### config.mk
export PLATFORM = sky130hd
export DESIGN_NAME = usas_device_flat
export DESIGN_NICKNAME = d
export VERILOG_FILES = /design/src/design/usas_pkg.sv /design/src/design/usas_if.sv /design/src/design/usas_device.sv /design/src/flat_wrapper.sv
export SDC_FILE = /design/constraint.sdc
export NUM_CORES = 1
export LEC_CHECK = 0
export BUFFER_PORTS_ARGS = -buffer_cell sky130_fd_sc_hd__buf_4
export CAP_MARGIN = 20
export CORE_MARGIN = 8
export CORE_UTILIZATION = 41
export DETAILED_ROUTE_END_ITERATION = 8
export PLACE_DENSITY = 0.82
export REMOVE_ABC_BUFFERS = 1
export SLEW_MARGIN = 20
export SYNTH_ARGS = -nofsm -noshare
export SYNTH_HDL_FRONTEND = slang
export SYNTH_SLANG_ARGS = --single-unit
export TNS_END_PERCENT = 5
### constraint.sdc
create_clock -name clk -period 1.4 [get_ports clk]
set_input_delay 0.21 -clock clk [delete_from_list [all_inputs] [get_ports clk]]
set_output_delay 0.21 -clock clk [all_outputs]
set_load 0.01 [all_outputs]
### src/design/usas_pkg.sv
// shared constants and word packing for the usb address-state register
package usas_pkg;

  // register port geometry
  localparam int          ADDR_W         = 12;
  localparam int          DATA_W         = 32;
  localparam logic [11:0] ADR_STATE_OFS  = 12'h200;

  // field positions inside the address-state word
  localparam int          STAGE_ERR_BIT  = 15;
  localparam int          EP_BIDIR_BIT   = 14;
  localparam int          SPEED_LSB      = 12;
  localparam int          SUSPEND_BIT    = 11;
  localparam int          STATE_LSB      = 8;
  localparam int          DEV_ADR_LSB    = 0;

  // one-hot device states and speed codes
  localparam logic [2:0]  STATE_DEFAULT    = 3'h1;
  localparam logic [2:0]  STATE_ADDRESSED  = 3'h2;
  localparam logic [2:0]  STATE_CONFIGURED = 3'h4;
  localparam logic [1:0]  SPEED_FULL       = 2'h1;

  // reset values of the whole register word and of the address field
  localparam logic [31:0] ADR_STATE_RESET = 32'h0000_0100;
  localparam logic [6:0]  DEV_ADR_RESET   = 7'h00;

  // assemble one register word; bits 31-16 and 7 read as zero
  function automatic logic [31:0] pack_word(input logic       stage_err,
                                            input logic       bidir,
                                            input logic [1:0] speed,
                                            input logic       susp,
                                            input logic [2:0] state,
                                            input logic [6:0] adr);
    logic [31:0] w;
    w = 32'h0000_0000;
    w[STAGE_ERR_BIT]                = stage_err;
    w[EP_BIDIR_BIT]                 = bidir;
    w[SPEED_LSB+1:SPEED_LSB]        = speed;
    w[SUSPEND_BIT]                  = susp;
    w[STATE_LSB+2:STATE_LSB]        = state;
    w[DEV_ADR_LSB+6:DEV_ADR_LSB]    = adr;
    return w;
  endfunction

endpackage

### src/design/usas_if.sv
// register port joining the software-side controller and the device logic
`timescale 1ns/1ns
interface usas_if;
  logic [11:0] addr;
  logic [31:0] wdata;
  logic        wr;
  logic        rd;
  logic [31:0] rdata;

  // device end answers reads
  modport dev  (input addr, input wdata, input wr, input rd, output rdata);
  // controller end issues requests
  modport host (output addr, output wdata, output wr, output rd, input rdata);
endinterface

### src/design/usas_device.sv
// address-state register of the usb device core, device end
`timescale 1ns/1ns
module usas_device (
  // clock, reset and enable
  input  wire logic        clk,
  input  wire logic        resetn,
  input  wire logic        ce,
  // register port
  usas_if.dev              bus,
  // events from the usb protocol engine
  input  wire logic        setup_in_stage,
  input  wire logic        stall_sent,
  input  wire logic        ctrl_done_ok,
  input  wire logic        usb_bus_reset,
  // line status from the usb protocol engine
  input  wire logic        suspended,
  input  wire logic [1:0]  line_speed,
  // register contents toward the core
  output logic             stage_error,
  output logic             ep_bidir,
  output logic [2:0]       dev_state,
  output logic [6:0]       dev_address,
  output logic             suspend_status,
  output logic [1:0]       speed_status
);

  // decode of the register port; only one word is mapped,
  // every other offset is ignored on write and reads as zero
  wire        hit;
  wire        sw_wr;
  wire        sw_rd;
  wire        any_rd;
  wire [31:0] word;

  assign hit    = (bus.addr == usas_pkg::ADR_STATE_OFS);
  assign sw_wr  = bus.wr & hit;
  assign sw_rd  = bus.rd & hit;
  assign any_rd = bus.rd;

  // current image of the register as software sees it;
  // the read-only bits are live copies, not stored writes
  assign word = usas_pkg::pack_word(stage_error,
                                    ep_bidir,
                                    speed_status,
                                    suspend_status,
                                    dev_state,
                                    dev_address);

  // fields of the write word, picked apart once;
  // bits 13 to 11 of a write are read-only and never looked at
  wire       wr_stage_err;
  wire       wr_bidir;
  wire [2:0] wr_state;
  wire [6:0] wr_address;

  assign wr_stage_err = bus.wdata[usas_pkg::STAGE_ERR_BIT];
  assign wr_bidir     = bus.wdata[usas_pkg::EP_BIDIR_BIT];
  assign wr_state     = bus.wdata[usas_pkg::STATE_LSB+2:usas_pkg::STATE_LSB];
  assign wr_address   = bus.wdata[usas_pkg::DEV_ADR_LSB+6:usas_pkg::DEV_ADR_LSB];

  // reset image split into fields; a bus reset loads these through
  // the synchronous path, while the async branch keeps plain constants
  wire       rst_stage_err;
  wire       rst_bidir;
  wire [6:0] rst_address;

  assign rst_stage_err = usas_pkg::ADR_STATE_RESET[usas_pkg::STAGE_ERR_BIT];
  assign rst_bidir     = usas_pkg::ADR_STATE_RESET[usas_pkg::EP_BIDIR_BIT];
  assign rst_address   = usas_pkg::DEV_ADR_RESET;

  // stage error flag: hardware set beats the clean-finish and software clears, so a stall
  // that lands on a clean finish still leaves the flag raised
  wire err_set;
  wire err_clr_hw;
  wire err_clr_sw;
  wire err_clr;
  wire next_stage_error;

  assign err_set    = setup_in_stage | stall_sent;
  assign err_clr_hw = ctrl_done_ok;
  // software may only clear the flag; a written one leaves it alone
  assign err_clr_sw = sw_wr & ~wr_stage_err;
  assign err_clr    = err_clr_hw | err_clr_sw;
  assign next_stage_error = err_set ? 1'b1 :
                            err_clr ? 1'b0 :
                            stage_error;

  // writable fields after a software write; a write to any
  // other offset leaves all of them alone
  wire       next_bidir;
  wire [2:0] next_state;
  wire [6:0] next_address;

  assign next_bidir   = sw_wr ? wr_bidir : ep_bidir;
  // state bits taken as written; keeping them one-hot is up to software
  assign next_state   = sw_wr ? wr_state : dev_state;
  assign next_address = sw_wr ? wr_address : dev_address;

  // stage error register; bus reset returns it to zero
  // ahead of any event in the same cycle
  always_ff @(posedge clk or negedge resetn) begin
    if (!resetn) begin
      stage_error <= usas_pkg::ADR_STATE_RESET[usas_pkg::STAGE_ERR_BIT];
    end else if (ce) begin
      if (usb_bus_reset) begin
        stage_error <= rst_stage_err;
      end else begin
        stage_error <= next_stage_error;
      end
    end
  end

  // endpoint direction select; while set, one endpoint
  // number serves both directions
  always_ff @(posedge clk or negedge resetn) begin
    if (!resetn) begin
      ep_bidir <= usas_pkg::ADR_STATE_RESET[usas_pkg::EP_BIDIR_BIT];
    end else if (ce) begin
      if (usb_bus_reset) begin
        ep_bidir <= rst_bidir;
      end else begin
        ep_bidir <= next_bidir;
      end
    end
  end

  // device state: bus reset beats a software write in the same cycle,
  // so a late write cannot leave addressed or configured behind;
  // all three bits load together, never two hot bits in passing
  always_ff @(posedge clk or negedge resetn) begin
    if (!resetn) begin
      dev_state <= usas_pkg::STATE_DEFAULT;
    end else if (ce) begin
      if (usb_bus_reset) begin
        dev_state <= usas_pkg::STATE_DEFAULT;
      end else begin
        dev_state <= next_state;
      end
    end
  end

  // assigned bus address; a bus reset drops back to address zero,
  // software writes it only once the set_address status stage is done
  always_ff @(posedge clk or negedge resetn) begin
    if (!resetn) begin
      dev_address <= usas_pkg::DEV_ADR_RESET;
    end else if (ce) begin
      if (usb_bus_reset) begin
        dev_address <= rst_address;
      end else begin
        dev_address <= next_address;
      end
    end
  end

  // suspend copy; read-only, software writes never reach it
  always_ff @(posedge clk or negedge resetn) begin
    if (!resetn) begin
      suspend_status <= usas_pkg::ADR_STATE_RESET[usas_pkg::SUSPEND_BIT];
    end else if (ce) begin
      suspend_status <= suspended;
    end
  end

  // speed copy; taken straight from the line, so a reserved code
  // from the protocol engine is shown as it is rather than masked
  always_ff @(posedge clk or negedge resetn) begin
    if (!resetn) begin
      speed_status <= usas_pkg::ADR_STATE_RESET[usas_pkg::SPEED_LSB+1:usas_pkg::SPEED_LSB];
    end else if (ce) begin
      speed_status <= line_speed;
    end
  end

  // read data stands only in the cycle after the strobe;
  // an unmapped read answers zero rather than stale data;
  // reads leave every field untouched
  always_ff @(posedge clk or negedge resetn) begin
    if (!resetn) begin
      bus.rdata <= 32'h0000_0000;
    end else if (ce) begin
      if (sw_rd) begin
        bus.rdata <= word;
      end else if (any_rd) begin
        bus.rdata <= 32'h0000_0000;
      end else begin
        bus.rdata <= 32'h0000_0000;
      end
    end
  end

endmodule // usas_device

### src/flat_wrapper.sv
// flat-port wrapper written by rule: the top's interface ports become plain ports
module usas_device_flat 
  (clk, resetn, ce, setup_in_stage, stall_sent, ctrl_done_ok, usb_bus_reset, suspended, line_speed, stage_error, ep_bidir, dev_state, dev_address, suspend_status, speed_status, bus_addr, bus_wdata, bus_wr, bus_rd, bus_rdata);
  usas_if bus_i ();
  input  wire logic clk;
  input  wire logic resetn;
  input  wire logic ce;
  input  wire logic setup_in_stage;
  input  wire logic stall_sent;
  input  wire logic ctrl_done_ok;
  input  wire logic usb_bus_reset;
  input  wire logic suspended;
  input  wire logic [1:0] line_speed;
  output logic stage_error;
  output logic ep_bidir;
  output logic [2:0] dev_state;
  output logic [6:0] dev_address;
  output logic suspend_status;
  output logic [1:0] speed_status;
  input wire logic [$bits(bus_i.addr)-1:0] bus_addr;
  input wire logic [$bits(bus_i.wdata)-1:0] bus_wdata;
  input wire logic [$bits(bus_i.wr)-1:0] bus_wr;
  input wire logic [$bits(bus_i.rd)-1:0] bus_rd;
  output wire logic [$bits(bus_i.rdata)-1:0] bus_rdata;
  assign bus_i.addr = bus_addr;
  assign bus_i.wdata = bus_wdata;
  assign bus_i.wr = bus_wr;
  assign bus_i.rd = bus_rd;
  assign bus_rdata = bus_i.rdata;
  usas_device u_core (.clk(clk), .resetn(resetn), .ce(ce), .bus(bus_i), .setup_in_stage(setup_in_stage), .stall_sent(stall_sent), .ctrl_done_ok(ctrl_done_ok), .usb_bus_reset(usb_bus_reset), .suspended(suspended), .line_speed(line_speed), .stage_error(stage_error), .ep_bidir(ep_bidir), .dev_state(dev_state), .dev_address(dev_address), .suspend_status(suspend_status), .speed_status(speed_status));
endmodule
Yosys cells after proc, flatten, opt, wreduce, memory -nomap -nowiden
Index checks and enable logic that the tools add are counted.
{ "totals": {"register_bits": 47} }
{ "classes": {"muxes": 10, "eq_ne": 1, "bitwise_logic": 6, "reduce_logical": 4} }
{ "ops": {"columns": ["operator", "n"], "rows": [
  ["two-way mux 16 bit", 1],
  ["two-way mux 7 bit", 2],
  ["equality test 12 x 10 -> 1 bit (second input constant)", 1],
  ["two-way mux 3 bit", 2],
  ["two-way mux 1 bit", 5],
  ["AND reduction 2 bit", 2],
  ["bitwise AND 1 bit", 3],
  ["nonzero test 3 bit", 1],
  ["OR 1 bit", 2],
  ["nonzero test 2 bit", 1],
  ["NOT 1 bit", 1]
]} }

Longest topological paths before layout
{ "depth": {"depth_word": 7, "depth_mapped": 6, "ltp_nobuf": 3} }

Least setup slack after synthesis
OpenSTA, ideal clock, no wires.
{ "synth_timing": {"path_kind": "input port to flip-flop", "startpoint": "in bus_addr[3]", "endpoint": "reg u_core.bus.rdata[0]", "required_ps": 1319, "setup_ps": 81, "path_buffers": 2, "arrival_time_ps": 1648, "stages": 5, "setup_slack_ps": -329, "path_cell_list": "or4_4 -> or4_4 -> buf_6 -> buf_12 -> o22ai_2"} }
{ "synth_between": {"elab_chain_len": 3} }
{ "synth_lines": {"columns": ["item", "line", "text"], "rows": [
  ["start: declaration", "flat_wrapper.sv:20", "input wire logic [$bits(bus_i.addr)-1:0] bus_addr;"],
  ["equality test 12 x 10 -> 1 bit", "usas_device.sv:35", "assign hit = (bus.addr == usas_pkg::ADR_STATE_OFS);"],
  ["bitwise AND 1 bit", "usas_device.sv:37", "assign sw_rd = bus.rd & hit;"],
  ["two-way mux 16 bit", "usas_device.sv:182", "if (sw_rd) begin"],
  ["end signal: assignment", "usas_device.sv:183", "bus.rdata <= word;"],
  ["end: declaration", "usas_if.sv:11", "modport dev (input addr, input wdata, input wr, input rd, output rdata);"]
]} }
Every way passes these cells.
A chain may end at the register's enable or synchronous reset.

Final worst setup path
{ "layout_timing": {"startpoint": "in bus_addr[6]", "endpoint": "reg u_core.dev_address[5]"} }
{ "layout_between": {"elab_chain_len": 4} }
{ "layout_lines": {"columns": ["item", "line", "text"], "rows": [
  ["equality test 12 x 10 -> 1 bit", "usas_device.sv:35", null],
  ["bitwise AND 1 bit", "usas_device.sv:36", "assign sw_wr = bus.wr & hit;"],
  ["nonzero test 2 bit (no line)", null, null],
  ["AND reduction 2 bit (no line)", null, null],
  ["end signal: assignment", "usas_device.sv:146", "dev_address <= usas_pkg::DEV_ADR_RESET;"],
  ["end signal: assignment", "usas_device.sv:149", "dev_address <= rst_address;"],
  ["end signal: assignment", "usas_device.sv:151", "dev_address <= next_address;"],
  ["end: declaration", "usas_device.sv:22", "output logic [6:0] dev_address,"]
]} }
Every way passes these cells.

==> results.py <==
metrics = {
    "logic_synthesis": {
        "netlist_top_cells_area": "dfrtp_1 (48%), buf_4 (8.5%), o22ai_2 (8.3%)",
        "ys_seq_elements": 30,
        "ys_types": 25,
        "yosysWarnings": 0,
        "syn_area_mm2": 0.001504,
        "synth_ff_type": "dfrtp_1",
        "ys_async_sr_fraction_pct": 100.0,
        "synth_area_leader_cell": "dfrtp_1",
        "synthTopCellsByCount": "inv_1 (32), dfrtp_1 (29), buf_4 (17), nand2_1 (17)",
        "syn_avg_cell_area_um2": 10.16,
        "syn_inst": 148,
        "seq_area_frac_synth_pct": 50.00,
        "yosysTopAreaCellShare_pct": 48.25,
        "synth.most_common_cell": "inv_1",
        "synth-edff-count": 0,
    },
    "worst_setup_path": {
        "crit_type": "in2reg",
        "critical_path.max_stage_delay_ns": 0.55,
        "r2r-start": "u_core.stage_error",
        "cpLargestDelayFamily": "simple AND/OR/NAND/NOR gates",
        "critPathLaunch": "bus_addr[6]",
        "cp.required_ns": 1.60,
        "start_kind": "primary input",
        "crit_chain": "buf_6 -> or4_4 -> buf_6 -> nor4_4 -> buf_6 -> o2bb2ai_1",
        "worst-path-buf-inv": 3,
        "worstPathMaxFanout": 6,
        "arrival_ns": 1.68,
        "worst_path_max_delay_cell": "or4_4",
        "cp-end-kind": "flip-flop",
        "path_common_cell": "buf_6",
    },
    "power_and_ir_drop": {
        "pwr-share-comb_pct": 12.3,
        "power_switching_mw": 0.4381,
        "irDropWorstVdd_v": 0.0004824,
        "p_per_area_mw_per_mm2": 800.9,
        "seqPwrFrac_pct": 48.7,
        "p_leak_nw": 1.096,
        "p_clk_share_pct": 39.0,
        "internal_power_mw": 1.385,
        "sw_frac_of_total_pct": 24.03,
    },
    "flow_run": {
        "maxCapViolCount": 0,
    },
    "timing": {
        "hold_slack_ns": 0.1302,
        "finalCriticalPeriod_ns": 1.477,
        "drv_slew": 0,
        "max_clock_freq_mhz": 676.9,
        "finClkSkew_ns": 0.007244,
        "hold_violations": 0,
        "setup_viol_count_final": 19,
        "setup_ws_ns": -0.07737,
        "fin_crit_sh_pct": 105.5,
        "rsz0062_at_grt": "true",
    },
    "outcome": {
        "violations": "setup timing",
        "status": "complete, but fails checks",
    },
    "grt": {
        "first_global_vias": 1358,
        "overflow": 0,
        "antenna_found_initial": 0,
        "grt.total_usage_pct": 13.94,
        "grt_max_degree": 31,
        "grt_pass1_wl_um": 6575,
    },
    "drt": {
        "wl_per_cell_um": 14.72,
        "drc": 0,
        "avgViaCountPerCell": 4.524,
        "firstDrtPassIters": 4,
        "wirelength_um": 3988,
        "ant_nets": 0,
        "vias": 1226,
        "drt_first_iter_violations": 30,
    },
    "die": {
        "die_area_mm2": 0.005862,
        "chipHeight_um": 76.57,
        "start_util_pct": 41.71,
        "num_rows": 22,
        "die_w_um": 76.57,
        "ioPinCount": 103,
        "fp.coreArea_mm2": 0.003606,
    },
    "clock_tree": {
        "cts.path.max_buffers": 2,
        "root_buffer": "clkbuf_8",
        "clkTransAtPathRegs_ns": 0.07,
        "cts_buffers": 5,
        "postCtsSetupBuffers": 0,
        "clock_sinks": 30,
        "clkLatencyLatePin_ns": 0.28,
        "cts_tree": "built",
        "htreeDepth": 2,
    },
    "layout": {
        "antenna_cells": 0,
        "finish.instance_area_mm2": 0.002276,
        "layout-drive-gt1-share_pct": 51.57,
        "multi_input_area_um2": 641.9,
        "num-fill-cells": 326,
        "nets": 278,
        "regArea_um2": 752.0,
        "area_growth_pct": 51.33,
    },
    "min_path": {
        "min_from": "bus_wdata[3]",
        "hp-class": "in2reg",
    },
    "placement": {
        "io_buffers": 65,
        "hpwl_um": 2775,
        "place_area_mm2": 0.001994,
        "dp_slack_ns": -0.4186,
        "gp_congestion": 0.7359,
    },
}
[worst register-to-register path, cell delays in order, from the launching register on]
cell      delay [ns]
dfrtp_1         0.40
nor3b_1         0.15
a221oi_1        0.25
o21ai_0         0.11
[power by group through the flow]
stage | combinational, mW | clock (mW) | sequential, mW
2_1_floorplan | 0.0562 | 0 | 0.909
3_3_place_gp | 0.202 | 0 | 0.902
3_5_place_dp | 0.204 | 0 | 0.903
4_1_cts | 0.220 | 0.741 | 0.887
5_1_grt | 0.245 | 0.772 | 0.888
6_report | 0.224 | 0.712 | 0.888
[layout by cell type (no fill, tap or decap), drive strengths merged]
cell type    count
buf             74
inv             32
dfrtp           29
nand2           17
conb            17
o22ai           15
o2bb2ai         10
clkbuf           6
or4              4
o21ai            4
nor4             3
or4b             1
or3              1
nor3b            1
o21ba            1
nor2b            1
a221oi           1
nand3b           1
a2bb2oi          1
clkinvlp         1
clkinv           1
dlygate4sd3      1
dfstp            1
[metrics by stage]
stage | util [%] | TNS (ns) | power [mW] | cells
5_1_grt | 63.12 | -1.399 | 1.905 | 271
3_5_place_dp | 55.31 | -9.264 | 1.108 | 259
3_3_place_gp | 55.31 | -8.882 | 1.104 | 259
4_1_cts | 61.83 | -0.6752 | 1.848 | 271
6_report | 63.12 | -0.7818 | 1.823 | 271
2_1_floorplan | - | -9.774 | 0.9651 | 139
[worst paths after layout]
path                                              end  slack, ns  depth (start not counted)
worst max-delay path            u_core.dev_address[5]      -0.08                          6
worst min-delay path            u_core.dev_address[3]       0.13                          2
worst max register to register     u_core.stage_error       0.36                          3
worst min register to register   u_core.bus.rdata[14]       0.53                          2
max in group asynchronous         u_core.dev_state[0]       0.68                          2
min in group asynchronous       u_core.dev_address[6]       0.40                          2
[sequential cells by signal (all words and copies together), names as in the netlist]
signal                 flops
u_core.bus.rdata          15
u_core.dev_address         7
u_core.dev_state           3
u_core.ep_bidir            1
u_core.speed_status        2
u_core.stage_error         1
u_core.suspend_status      1
[logic make-up (layout without fill, tap and decap cells)]
| family | count (synthesis) | in the layout | synth area share [%] |
|---|---|---|---|
| compound gates | 32 | 32 | 19.38 |
| buf+inv | 57 | 115 | 20.13 |
| flops | 30 | 30 | 50.00 |
| other cells | 1 | 17 | 0.2493 |
| simple gates | 28 | 29 | 10.23 |
[final cells by class]
cell class,instances,share of cell area [%]
sequential,30,33.04
multi-input combinational,78,28.20
timing repair buffer,75,26.66
inverter,32,5.278
clock buffer,6,3.628
tap,48,2.639
clock inverter,2,0.5498
[layer usage]
metal	up-vias	share of wire (%)	global-route usage [%]	routed length [um]
li1	604	-	-	-
met1	572	38	14.07	1521
met2	46	53	24.85	2114
met3	4	7.8	5.896	311
met4	0	1.0	5.192	41
met5	-	0	0	0
[timing repair]
item | 4_1_cts | 5_1_grt
hold buffers | 1 | 0
hold endpoints to repair | 29 | 0
pin swaps | 16 | 9
endpoints found under the setup margin | 26 | 26
cloned | 3 | 0
gates resized for setup | 24 | 9
No activity file was read; power rests on OpenSTA's default activity.
